===== src/hdl/serial_unit_pkg.sv =====
// Constants shared by the serial unit status and error handling block.
// Assumes one 40 MHz peripheral clock; link pins arrive asynchronously.
//
// Operation
// - Slave sets stop-detect flag on stop or repeated start and restarts process.
// - Slave-selected flag clears on stop or repeated start.
// - SPI master reports transmit-empty and receive-full flags, no busy flag.
// - Clearing slave operation-done flag returns slave status to zero.
// - Stop is honoured only in permitted slave modes, then status reads 0x1.
// - A second byte received while buffer unread raises the mode's overrun flag.
// - I2C overrun recovery: clear flag, read buffer twice, overrun state ends.
// - UART overrun ignores writes; only writing mode zero clears it.
// - Masked error causes still set flags but raise no request.
// - Slave operation starts one clock after its trigger is written.
// - Unit pins are held low in the initial state.
package serial_unit_pkg;

    // Interface modes
    typedef enum logic [2:0] {
        MODE_OFF    = 3'h0,
        MODE_UART   = 3'h1,
        MODE_SPI    = 3'h2,
        MODE_I2C_M  = 3'h3,
        MODE_I2C_S  = 3'h4
    } iface_mode_e;

    localparam logic [2:0] MODE_RESET      = 3'h0;

    // Slave operation modes and status codes
    localparam logic [2:0] SOP_TX_DATA     = 3'h2;
    localparam logic [2:0] SOP_RX_DATA     = 3'h4;
    localparam logic [2:0] SOP_ACK_RX      = 3'h6;
    localparam logic [2:0] SOP_STS_CLEAR   = 3'h0;
    localparam logic [2:0] SOP_STS_STOP    = 3'h1;
    localparam logic [2:0] SOP_STS_DONE    = 3'h2;

    // Data path
    localparam int         DATA_W          = 8;
    localparam int         FIFO_DEPTH      = 8;
    localparam int         BIT_CNT_W       = 3;
    localparam logic [2:0] BIT_LAST        = 3'h7;
    localparam logic [2:0] BIT_FIRST       = 3'h0;

endpackage : serial_unit_pkg


===== src/hdl/serial_fifo.sv =====
// Parameterised first-in first-out buffer for received bytes.
// Assumes one clock and a synchronous, already released reset.
`timescale 1ns/100ps
module serial_fifo #(
    parameter int WIDTH = 8,
    parameter int DEPTH = 8
) (
    input  wire logic             i_clock,
    input  wire logic             i_rstn,
    input  wire logic             i_flush,
    input  wire logic [WIDTH-1:0] i_in_data,
    input  wire logic             i_in_valid,
    output logic                  o_in_ready,
    output logic [WIDTH-1:0]      o_out_data,
    output logic                  o_out_valid,
    input  wire logic             i_out_ready,
    output logic [$clog2(DEPTH):0] o_count
);
    localparam int PW = $clog2(DEPTH);

    logic [WIDTH-1:0] mem_q [DEPTH];
    logic [PW-1:0]    wr_q;
    logic [PW-1:0]    rd_q;
    logic [PW:0]      cnt_q;
    logic             push;
    logic             pop;

    assign o_in_ready  = (cnt_q != DEPTH[PW:0]);
    assign o_out_valid = (cnt_q != '0);
    assign o_out_data  = mem_q[rd_q];
    assign o_count     = cnt_q;
    assign push        = i_in_valid && o_in_ready;
    assign pop         = o_out_valid && i_out_ready;

    // Storage
    always_ff @(posedge i_clock) begin
        if (push) begin
            mem_q[wr_q] <= i_in_data;
        end
    end

    // Pointers and count
    always_ff @(posedge i_clock or negedge i_rstn) begin
        if (!i_rstn) begin
            wr_q  <= '0;
            rd_q  <= '0;
            cnt_q <= '0;
        end else if (i_flush) begin
            wr_q  <= '0;
            rd_q  <= '0;
            cnt_q <= '0;
        end else begin
            if (push) begin
                wr_q <= wr_q + 1'b1;
            end
            if (pop) begin
                rd_q <= rd_q + 1'b1;
            end
            cnt_q <= cnt_q + {{PW{1'b0}}, push} - {{PW{1'b0}}, pop};
        end
    end

    // A byte accepted with no pop or flush in the same cycle raises the count by one
    property p_count_up;
        @(posedge i_clock) disable iff (!i_rstn)
        (push && !pop && !i_flush) |=> (cnt_q == $past(cnt_q) + 1'b1);
    endproperty
    a_count_up: assert property (p_count_up) else $error("fifo count slipped");
endmodule : serial_fifo


===== src/hdl/serial_unit_status.sv =====
// Status, error flags and sequencing of the multi-mode serial unit.
// Assumes link pins are asynchronous and pass two flip-flops before use;
// software-side strobes are one-cycle pulses on i_clock.
`timescale 1ns/100ps
module serial_unit_status
(
    input  wire logic                       i_clock,
    input  wire logic                       i_rstn,
    // Software side
    input  wire logic                       i_mode_wr,
    input  wire logic [2:0]                 i_mode_data,
    input  wire logic                       i_rx_read,
    input  wire logic                       i_ovr_clear,
    input  wire logic                       i_uart_ovr_wr,
    input  wire logic                       i_err_irq_en,
    input  wire logic                       i_slave_trig,
    input  wire logic [2:0]                 i_slave_op_mode,
    input  wire logic                       i_slave_done_clr,
    input  wire logic                       i_spi_tx_write,
    input  wire logic                       i_stop_flag_clr,
    // Link side
    input  wire logic                       i_link_clk,
    input  wire logic                       i_link_data,
    input  wire logic                       i_link_sda,
    input  wire logic                       i_link_addr_hit,
    // Outputs
    output logic [2:0]                      o_mode,
    output logic [serial_unit_pkg::DATA_W-1:0] o_rx_data,
    output logic                            o_rx_valid,
    output logic                            o_spi_tx_empty_flag,
    output logic                            o_spi_rx_full_flag,
    output logic                            o_spi_overrun_flag,
    output logic                            o_i2c_master_overrun_flag,
    output logic                            o_i2c_slave_overrun_flag,
    output logic                            o_uart_overrun_flag,
    output logic                            o_stop_detect_flag,
    output logic                            o_slave_selected,
    output logic [2:0]                      o_slave_op_status,
    output logic                            o_slave_op_done_flag,
    output logic                            o_slave_busy,
    output logic                            o_err_irq,
    output logic                            o_pin_out,
    output logic                            o_pin_oe
);
    import serial_unit_pkg::*;

    //--------------------------------------------------------------
    // Reset release and input synchronisers
    //--------------------------------------------------------------
    logic       rst_s1_q;
    logic       rst_n;
    logic [2:0] clk_sync_q;
    logic [1:0] dat_sync_q;
    logic [2:0] sda_sync_q;
    logic [1:0] hit_sync_q;

    // Reset released through two flops
    always_ff @(posedge i_clock or negedge i_rstn) begin
        if (!i_rstn) begin
            rst_s1_q <= 1'b0;
            rst_n    <= 1'b0;
        end else begin
            rst_s1_q <= 1'b1;
            rst_n    <= rst_s1_q;
        end
    end

    // Link pins, two stages; link clock and sda add a history flop for edge detection
    always_ff @(posedge i_clock or negedge rst_n) begin
        if (!rst_n) begin
            clk_sync_q <= '0;
            dat_sync_q <= '0;
            sda_sync_q <= '0;
            hit_sync_q <= '0;
        end else begin
            clk_sync_q <= {clk_sync_q[1:0], i_link_clk};
            dat_sync_q <= {dat_sync_q[0], i_link_data};
            sda_sync_q <= {sda_sync_q[1:0], i_link_sda};
            hit_sync_q <= {hit_sync_q[0], i_link_addr_hit};
        end
    end

    logic clk_rise;
    logic sda_fall;
    logic sda_rise;
    logic scl_high;
    logic bus_start;
    logic bus_stop;
    assign clk_rise  = clk_sync_q[1] && !clk_sync_q[2];
    assign scl_high  = clk_sync_q[1] && clk_sync_q[2];
    assign sda_fall  = !sda_sync_q[1] && sda_sync_q[2];
    assign sda_rise  = sda_sync_q[1] && !sda_sync_q[2];
    assign bus_start = scl_high && sda_fall;
    assign bus_stop  = scl_high && sda_rise;

    //--------------------------------------------------------------
    // Mode register
    //--------------------------------------------------------------
    logic [2:0] mode_q;
    logic       reinit;
    logic       is_i2c;
    assign reinit = i_mode_wr && (i_mode_data == MODE_RESET);
    assign is_i2c = (mode_q == MODE_I2C_M) || (mode_q == MODE_I2C_S);

    // Software-selected interface mode
    always_ff @(posedge i_clock or negedge rst_n) begin
        if (!rst_n) begin
            mode_q <= MODE_RESET;
        end else if (i_mode_wr) begin
            mode_q <= i_mode_data;
        end
    end

    //--------------------------------------------------------------
    // Receive shifter
    //--------------------------------------------------------------
    logic [DATA_W-1:0]    shift_q;
    logic [BIT_CNT_W-1:0] bit_q;
    logic                 byte_done;
    logic                 frame_start;
    assign frame_start = bus_start || reinit;
    assign byte_done   = clk_rise && (bit_q == BIT_LAST) && (mode_q != MODE_OFF);

    // Shift data in on each link clock rising edge while the mode is not off
    always_ff @(posedge i_clock or negedge rst_n) begin
        if (!rst_n) begin
            shift_q <= '0;
            bit_q   <= BIT_FIRST;
        end else if (frame_start || (is_i2c && bus_stop)) begin
            bit_q   <= BIT_FIRST;
        end else if (clk_rise && mode_q != MODE_OFF) begin
            shift_q <= {shift_q[DATA_W-2:0], dat_sync_q[1]};
            bit_q   <= bit_q + 1'b1;
        end
    end

    //--------------------------------------------------------------
    // Receive buffer and overrun detection
    //--------------------------------------------------------------
    logic                       fifo_in_ready;
    logic                       fifo_out_valid;
    logic [DATA_W-1:0]          fifo_out_data;
    logic [$clog2(FIFO_DEPTH):0] fifo_count;
    logic                       second_unread;
    logic                       ovr_event;

    // Both old and new bytes are kept so two reads drain it
    serial_fifo #(
        .WIDTH (DATA_W),
        .DEPTH (FIFO_DEPTH)
    ) u_rx_fifo (
        .i_clock     (i_clock),
        .i_rstn      (rst_n),
        .i_flush     (reinit),
        .i_in_data   ({shift_q[DATA_W-2:0], dat_sync_q[1]}),
        .i_in_valid  (byte_done),
        .o_in_ready  (fifo_in_ready),
        .o_out_data  (fifo_out_data),
        .o_out_valid (fifo_out_valid),
        .i_out_ready (i_rx_read),
        .o_count     (fifo_count)
    );

    // A second byte while the first is still unread is an overrun
    assign second_unread = fifo_out_valid && !(i_rx_read && fifo_count == 1);
    assign ovr_event     = byte_done && (second_unread || !fifo_in_ready);

    // Overrun flags; hardware set wins over software clear, except UART where reinit wins
    always_ff @(posedge i_clock or negedge rst_n) begin
        if (!rst_n) begin
            o_spi_overrun_flag        <= 1'b0;
            o_i2c_master_overrun_flag <= 1'b0;
            o_i2c_slave_overrun_flag  <= 1'b0;
            o_uart_overrun_flag       <= 1'b0;
        end else begin
            if (reinit) begin
                o_uart_overrun_flag <= 1'b0;
            end else if (ovr_event && mode_q == MODE_UART) begin
                o_uart_overrun_flag <= 1'b1;      // writes to it are ignored
            end
            if (ovr_event && mode_q == MODE_SPI) begin
                o_spi_overrun_flag <= 1'b1;
            end else if (i_ovr_clear || reinit) begin
                o_spi_overrun_flag <= 1'b0;
            end
            if (ovr_event && mode_q == MODE_I2C_M) begin
                o_i2c_master_overrun_flag <= 1'b1;
            end else if (i_ovr_clear || reinit) begin
                o_i2c_master_overrun_flag <= 1'b0;
            end
            if (ovr_event && mode_q == MODE_I2C_S) begin
                o_i2c_slave_overrun_flag <= 1'b1;
            end else if (i_ovr_clear || reinit) begin
                o_i2c_slave_overrun_flag <= 1'b0;
            end
        end
    end

    // Error request gated by enable; flags still set
    always_ff @(posedge i_clock or negedge rst_n) begin
        if (!rst_n) begin
            o_err_irq <= 1'b0;
        end else begin
            o_err_irq <= i_err_irq_en && (o_spi_overrun_flag || o_uart_overrun_flag
                         || o_i2c_master_overrun_flag || o_i2c_slave_overrun_flag);
        end
    end

    // Registered read data
    always_ff @(posedge i_clock or negedge rst_n) begin
        if (!rst_n) begin
            o_rx_data  <= '0;
            o_rx_valid <= 1'b0;
        end else begin
            o_rx_data  <= fifo_out_data;
            o_rx_valid <= fifo_out_valid;
        end
    end

    //--------------------------------------------------------------
    // SPI transfer-control flags
    //--------------------------------------------------------------
    // Transmit-empty and receive-full replace any busy flag
    always_ff @(posedge i_clock or negedge rst_n) begin
        if (!rst_n) begin
            o_spi_tx_empty_flag <= 1'b1;
            o_spi_rx_full_flag  <= 1'b0;
        end else begin
            if (byte_done && mode_q == MODE_SPI) begin
                o_spi_tx_empty_flag <= 1'b1;
            end else if (i_spi_tx_write) begin
                o_spi_tx_empty_flag <= 1'b0;
            end
            o_spi_rx_full_flag <= (mode_q == MODE_SPI) && fifo_out_valid;
        end
    end

    //--------------------------------------------------------------
    // I2C slave bus conditions and operation sequencing
    //--------------------------------------------------------------
    logic stop_or_rs;
    logic stop_allowed;
    logic trig_q;
    assign stop_or_rs   = (mode_q == MODE_I2C_S) && (bus_stop || (bus_start && o_slave_busy));
    assign stop_allowed = (i_slave_op_mode == SOP_RX_DATA) || (i_slave_op_mode == SOP_TX_DATA)
                          || (i_slave_op_mode == SOP_ACK_RX);

    // Stop-detect and selected flags
    always_ff @(posedge i_clock or negedge rst_n) begin
        if (!rst_n) begin
            o_stop_detect_flag <= 1'b0;
            o_slave_selected   <= 1'b0;
        end else begin
            if (stop_or_rs) begin
                o_stop_detect_flag <= 1'b1;
            end else if (i_stop_flag_clr) begin
                o_stop_detect_flag <= 1'b0;
            end
            if (stop_or_rs) begin
                o_slave_selected <= 1'b0;
            end else if (hit_sync_q[1] && mode_q == MODE_I2C_S) begin
                o_slave_selected <= 1'b1;
            end
        end
    end

    // Trigger delay: operation starts one clock after the write
    always_ff @(posedge i_clock or negedge rst_n) begin
        if (!rst_n) begin
            trig_q       <= 1'b0;
            o_slave_busy <= 1'b0;
        end else begin
            trig_q <= i_slave_trig && (mode_q == MODE_I2C_S);
            if (trig_q) begin
                o_slave_busy <= 1'b1;
            end else if (stop_or_rs || byte_done) begin
                o_slave_busy <= 1'b0;
            end
        end
    end

    // Operation status and done flag
    always_ff @(posedge i_clock or negedge rst_n) begin
        if (!rst_n) begin
            o_slave_op_status    <= SOP_STS_CLEAR;
            o_slave_op_done_flag <= 1'b0;
        end else if (o_slave_busy && stop_or_rs && stop_allowed) begin
            o_slave_op_status    <= SOP_STS_STOP;
            o_slave_op_done_flag <= 1'b1;
        end else if (o_slave_busy && byte_done && mode_q == MODE_I2C_S) begin
            o_slave_op_status    <= SOP_STS_DONE;
            o_slave_op_done_flag <= 1'b1;
        end else if (i_slave_done_clr) begin
            o_slave_op_status    <= SOP_STS_CLEAR;
            o_slave_op_done_flag <= 1'b0;
        end
    end

    //--------------------------------------------------------------
    // Pins and mode output
    //--------------------------------------------------------------
    // Pins held low in every mode except UART
    always_ff @(posedge i_clock or negedge rst_n) begin
        if (!rst_n) begin
            o_pin_out <= 1'b0;
            o_pin_oe  <= 1'b1;
            o_mode    <= MODE_RESET;
        end else begin
            o_pin_out <= (mode_q == MODE_UART);
            o_pin_oe  <= 1'b1;
            o_mode    <= mode_q;
        end
    end

    //--------------------------------------------------------------
    // Assertions
    //--------------------------------------------------------------
    property p_trig_delay;
        @(posedge i_clock) disable iff (!rst_n)
        (i_slave_trig && mode_q == MODE_I2C_S && !o_slave_busy) |=> ##1 o_slave_busy;
    endproperty
    a_trig_delay: assert property (p_trig_delay) else $error("slave start late");

    property p_stop_flag;
        @(posedge i_clock) disable iff (!rst_n) stop_or_rs |=> o_stop_detect_flag;
    endproperty
    a_stop_flag: assert property (p_stop_flag) else $error("stop flag missed");

    property p_sel_clear;
        @(posedge i_clock) disable iff (!rst_n) stop_or_rs |=> !o_slave_selected;
    endproperty
    a_sel_clear: assert property (p_sel_clear) else $error("selected kept");

    property p_done_clr;
        @(posedge i_clock) disable iff (!rst_n)
        (i_slave_done_clr && !o_slave_busy) |=> (o_slave_op_status == SOP_STS_CLEAR);
    endproperty
    a_done_clr: assert property (p_done_clr) else $error("status not cleared");

    property p_stop_status;
        @(posedge i_clock) disable iff (!rst_n)
        (o_slave_busy && stop_or_rs && stop_allowed) |=> (o_slave_op_status == SOP_STS_STOP);
    endproperty
    a_stop_status: assert property (p_stop_status) else $error("stop status wrong");

    property p_ovr_set;
        @(posedge i_clock) disable iff (!rst_n)
        (ovr_event && mode_q == MODE_I2C_S) |=> o_i2c_slave_overrun_flag;
    endproperty
    a_ovr_set: assert property (p_ovr_set) else $error("overrun missed");

    property p_uart_hold;
        @(posedge i_clock) disable iff (!rst_n)
        (o_uart_overrun_flag && !reinit) |=> o_uart_overrun_flag;
    endproperty
    a_uart_hold: assert property (p_uart_hold) else $error("uart overrun lost");

    property p_irq_mask;
        @(posedge i_clock) disable iff (!rst_n) !i_err_irq_en |=> !o_err_irq;
    endproperty
    a_irq_mask: assert property (p_irq_mask) else $error("masked request");

    property p_rx_full;
        @(posedge i_clock) disable iff (!rst_n)
        (mode_q == MODE_SPI && fifo_out_valid) |=> o_spi_rx_full_flag;
    endproperty
    a_rx_full: assert property (p_rx_full) else $error("rx full missed");

    c_overrun:  cover property (@(posedge i_clock) disable iff (!rst_n) ovr_event);
    c_stop:     cover property (@(posedge i_clock) disable iff (!rst_n) stop_or_rs);
    c_slave_op: cover property (@(posedge i_clock) disable iff (!rst_n) trig_q ##[1:300] byte_done);
endmodule : serial_unit_status


===== config.mk =====
export PLATFORM = sky130hd
export DESIGN_NAME = serial_unit_status
export DESIGN_NICKNAME = d
export VERILOG_FILES = /design/src/hdl/serial_unit_pkg.sv /design/src/hdl/serial_fifo.sv /design/src/hdl/serial_unit_status.sv
export SDC_FILE = /design/constraint.sdc
export NUM_CORES = 1
export LEC_CHECK = 0
export ABC_AREA = 1
export BUFFER_PORTS_ARGS = -buffer_cell sky130_fd_sc_hd__clkbuf_2
export CORE_ASPECT_RATIO = 0.5
export CORE_MARGIN = 2
export CORE_UTILIZATION = 40
export DETAILED_ROUTE_END_ITERATION = 7
export GPL_TIMING_DRIVEN = 0
export HOLD_SLACK_MARGIN = 0.12
export PLACE_DENSITY = 0.56
export SYNTH_ARGS = -nofsm -noshare
export SYNTH_HDL_FRONTEND = slang
export SYNTH_SLANG_ARGS = --single-unit

===== constraint.sdc =====
create_clock -name i_clock -period 5.4 [get_ports i_clock]
set_clock_uncertainty 0.1 [all_clocks]
set_input_delay 0.27 -clock i_clock [delete_from_list [all_inputs] [get_ports i_clock]]
set_output_delay 0.27 -clock i_clock [all_outputs]
set_load 0.01 [all_outputs]

==> flow_metrics.env <==
export IMPL_initial_core_util_pct=40.5
export IMPL_r2r_start="bit_q[0]"
export IMPL_rrSetupSlack_ns=2.58
export IMPL_drt_iter0_drc=188
export IMPL_syn2layout_area_growth_pct=23.9
export IMPL_maxUsedRoutingLayer="met4"
export IMPL_synth_cells=448
export IMPL_fin_nets=566
export IMPL_cts_buffers=17
export IMPL_dieArea_mm2=0.0137
export IMPL_grt_max_degree=61
export IMPL_clkSinkCount=126
export IMPL_cts_buffer_depth=2
export IMPL_maxSlewHeadroom_pct=6.11
export IMPL_rows=29
export IMPL_cp_endpoint="u_rx_fifo.mem_q[6][6]"
export IMPL_worstPathRequired_ns=5.30
export IMPL_wl_um=10400
export IMPL_first_global_vias=3381
export IMPL_crit_path_frequent_cell="ha_1"
export IMPL_yosysTopAreaCellShare_pct=37.9
export IMPL_slowest_stage="nor3_1"
export IMPL_synth_seq_cells=126
export IMPL_dr_wl_met2_um=4680
export IMPL_synth_area_top_cells="edfxtp_1 (38%), dfrtp_1 (30%), nand2_1 (6.0%), nor2_1 (3.5%), o21ai_0 (3.0%)"
export IMPL_clock_root_buffer="clkbuf_16"
export IMPL_dp_hpwl_um=6770
export IMPL_grtUsageTotal_pct=16.6
export IMPL_cp_top_family="simple AND/OR/NAND/NOR gates"
export IMPL_post_drt_wl_per_cell_um=14.5
export IMPL_cp_num_cells=6
export IMPL_ant_nets=0
export IMPL_clk_pin_slew_ns=0.05
export IMPL_cts_tree="done"
export IMPL_antenna_cells=0
export IMPL_yosysTopAreaCell="edfxtp_1"
export IMPL_netlist_cell_type_count=36
export IMPL_drc=0
export IMPL_ir_drop_v=0.000258
export IMPL_path_cells="ha_1, ha_1, nand3_2, a21oi_4, nand2_4, nor3_1"
export IMPL_drive_above_1_share_pct=18.1
export IMPL_vias=3403
export IMPL_yosys_warnings=0
export IMPL_worst_r2r_path_depth=6
export IMPL_async_flop_share_pct=49.2
export IMPL_fin_total_pwr_mw=2.96
export IMPL_fin_tns_setup_ns=0
export IMPL_worstSetupStartpointType="register"
export IMPL_crit_fanout=10
export IMPL_avgSynthCellArea_um2=11.3
export IMPL_reg2reg_to="u_rx_fifo.mem_q[6][6]"
export IMPL_critical_path_max_stage_delay_ns=1.08
export IMPL_cp_num_buf_inv=0
export IMPL_antenna_found_initial=0
export IMPL_port_buffers=45
export IMPL_max_cap_violations=0
export IMPL_synthFlopType="edfxtp_1"
export IMPL_wl_met1_um=5100
export IMPL_clkLatencyLatePin_ns=0.40
export IMPL_htree_levels=4
export IMPL_place_gp_congestion=0.776
export IMPL_fp_dieW_um=163
export IMPL_setup_violations=0
export IMPL_rsz0062_at_grt="no"
export IMPL_routed_via_density=4.75
export IMPL_drt_pass1_iterations=4
export IMPL_gr_total_overflow=0
export IMPL_netlist_area_mm2=0.00508
export IMPL_power_density_mw_per_mm2=470
export IMPL_outcome="finished clean"
export IMPL_num_io_pins=49
export IMPL_cp_startpoint="bit_q[0]"
export IMPL_hold_class="in2reg"
export IMPL_hold_slack_ns=0.156
export IMPL_synth_common_cells="nand2_1 (81), edfxtp_1 (64), dfrtp_1 (61)"
export IMPL_cp_end_kind="register"
export IMPL_post_cts_resize_count=0
export IMPL_yosysMostFrequentCell="nand2_1"
export IMPL_hold_viol=0
export IMPL_post_route_period_util_pct=52.2
export IMPL_tightest_slew_ns=1.40
export IMPL_worstSetupPathType="reg2reg"
export IMPL_drv_slew=0
export IMPL_core_mm2=0.0125
export IMPL_synth_edf_count=64
export IMPL_max_freq_mhz=355
export IMPL_ys_seq_area_share_pct=68.4
export IMPL_wl_met3_um=506
export IMPL_leakage_nw=2.74
export IMPL_grt_pass1_wl_um=17000
export IMPL_die_y_um=83.7
export IMPL_fin_crit_ns=2.82
export IMPL_crit_arrival_ns=2.72
==> worst reg2reg max path, cell delays in order (launching register included) <==
cell and delay [ns]:
dfrtp_1 0.37, ha_1 0.16, ha_1 0.16, nand3_2 0.11
a21oi_4 0.31, nand2_4 0.14, nor3_1 1.08
==> final cells by class <==
cell class / count / area [um^2]
Multi-Input combinational cell: 266 / 1380
Clock buffer: 22 / 454
Buffer: 15 / 72.6
Inverter: 42 / 159
Fill cell: 1135 / 6230
Clock inverter: 10 / 96.3
Tap cell: 170 / 213
Timing Repair Buffer: 66 / 435
Sequential cell: 126 / 3480
==> where the power goes <==
group | internal, mW | leakage [nW] | switching (mW)
Clock | 0.682 | 0.274 | 0.383
Combinational | 0.236 | 1.12 | 0.406
Sequential | 1.14 | 1.35 | 0.107
==> placed cells by master, fill, tap and decap left out, types with 5 or more instances in the layout <==
master / Yosys / routed
clkinv_2: 1 / 6
inv_1: 36 / 36
ha_1: 10 / 10
edfxtp_1: 64 / 64
clkbuf_16: 0 / 17
dlygate4sd3_1: 0 / 21
o21ai_1: 13 / 13
nand2_1: 81 / 81
o21ai_0: 30 / 30
dfrtp_1: 61 / 60
nor2_2: 5 / 5
clkbuf_2: 0 / 45
nor3_1: 8 / 7
clkbuf_1: 8 / 12
nand3_1: 15 / 15
o22ai_1: 16 / 16
nand4_1: 16 / 16
nor2_1: 47 / 47
==> how the worst min path moves through the flow <==
stage	start	end	slack (ns)	depth (start not counted)
after floorplan	i_rstn	rst_n	-0.13	0
after global placement	i_rstn	rst_s1_q	-0.04	1
after detailed placement	i_rstn	rst_s1_q	-0.04	1
after CTS	i_rx_read	u_rx_fifo.rd_q[1]	0.14	4
after global routing	i_rx_read	u_rx_fifo.rd_q[1]	0.17	4
final	i_rx_read	u_rx_fifo.rd_q[1]	0.16	4
==> routing by layer <==
metal	up-vias	GRT usage, %
li1	1696	-
met1	1614	22.0
met2	81	26.7
met3	12	3.63
met4	0	6.52
met5	-	0
==> flip-flops by register name, summed over array words and instances (netlist names), 2 cells and up <==
signal	cells
clk_sync_q	3
sda_sync_q	3
mode_q	3
shift_q	7
u_rx_fifo.rd_q	3
u_rx_fifo.wr_q	3
hit_sync_q	2
u_rx_fifo.o_count	4
o_rx_data	8
o_slave_op_status	2
u_rx_fifo.mem_q	64
bit_q	3
o_mode	3
dat_sync_q	2
==> cells by family (layout without fill, tap and decap cells) <==
logic type / Yosys count / count (layout) / share of synthesized area [%]
compound gates: 68 / 68 / 7.52
xor+xnor: 2 / 2 / 0.345
fa+ha+maj: 11 / 11 / 2.86
buf+inv: 57 / 155 / 4.56
flops: 126 / 126 / 68.4
other cells: 2 / 3 / 0.148
simple gates: 182 / 182 / 16.1
==> through the flow <==
step | std cells | area [um^2] | utilization (%) | setup WS, ns
final | 717 | 6290 | 50.2 | 2.58
after global placement | 664 | 5520 | 44.1 | 2.51
after floorplan | 449 | 5080 | - | 3.22
after detailed placement | 664 | 5530 | 44.1 | 2.58
after global routing | 717 | 6290 | 50.2 | 2.42
after CTS | 717 | 6290 | 50.2 | 2.56
==> what timing repair did <==
| item | in CTS | in global routing |
|---|---|---|
| hold endpoints to repair | 19 | 0 |
| hold buffers | 21 | 0 |
| setup buffers | 0 | 0 |
No activity file was read; power rests on OpenSTA's default activity.
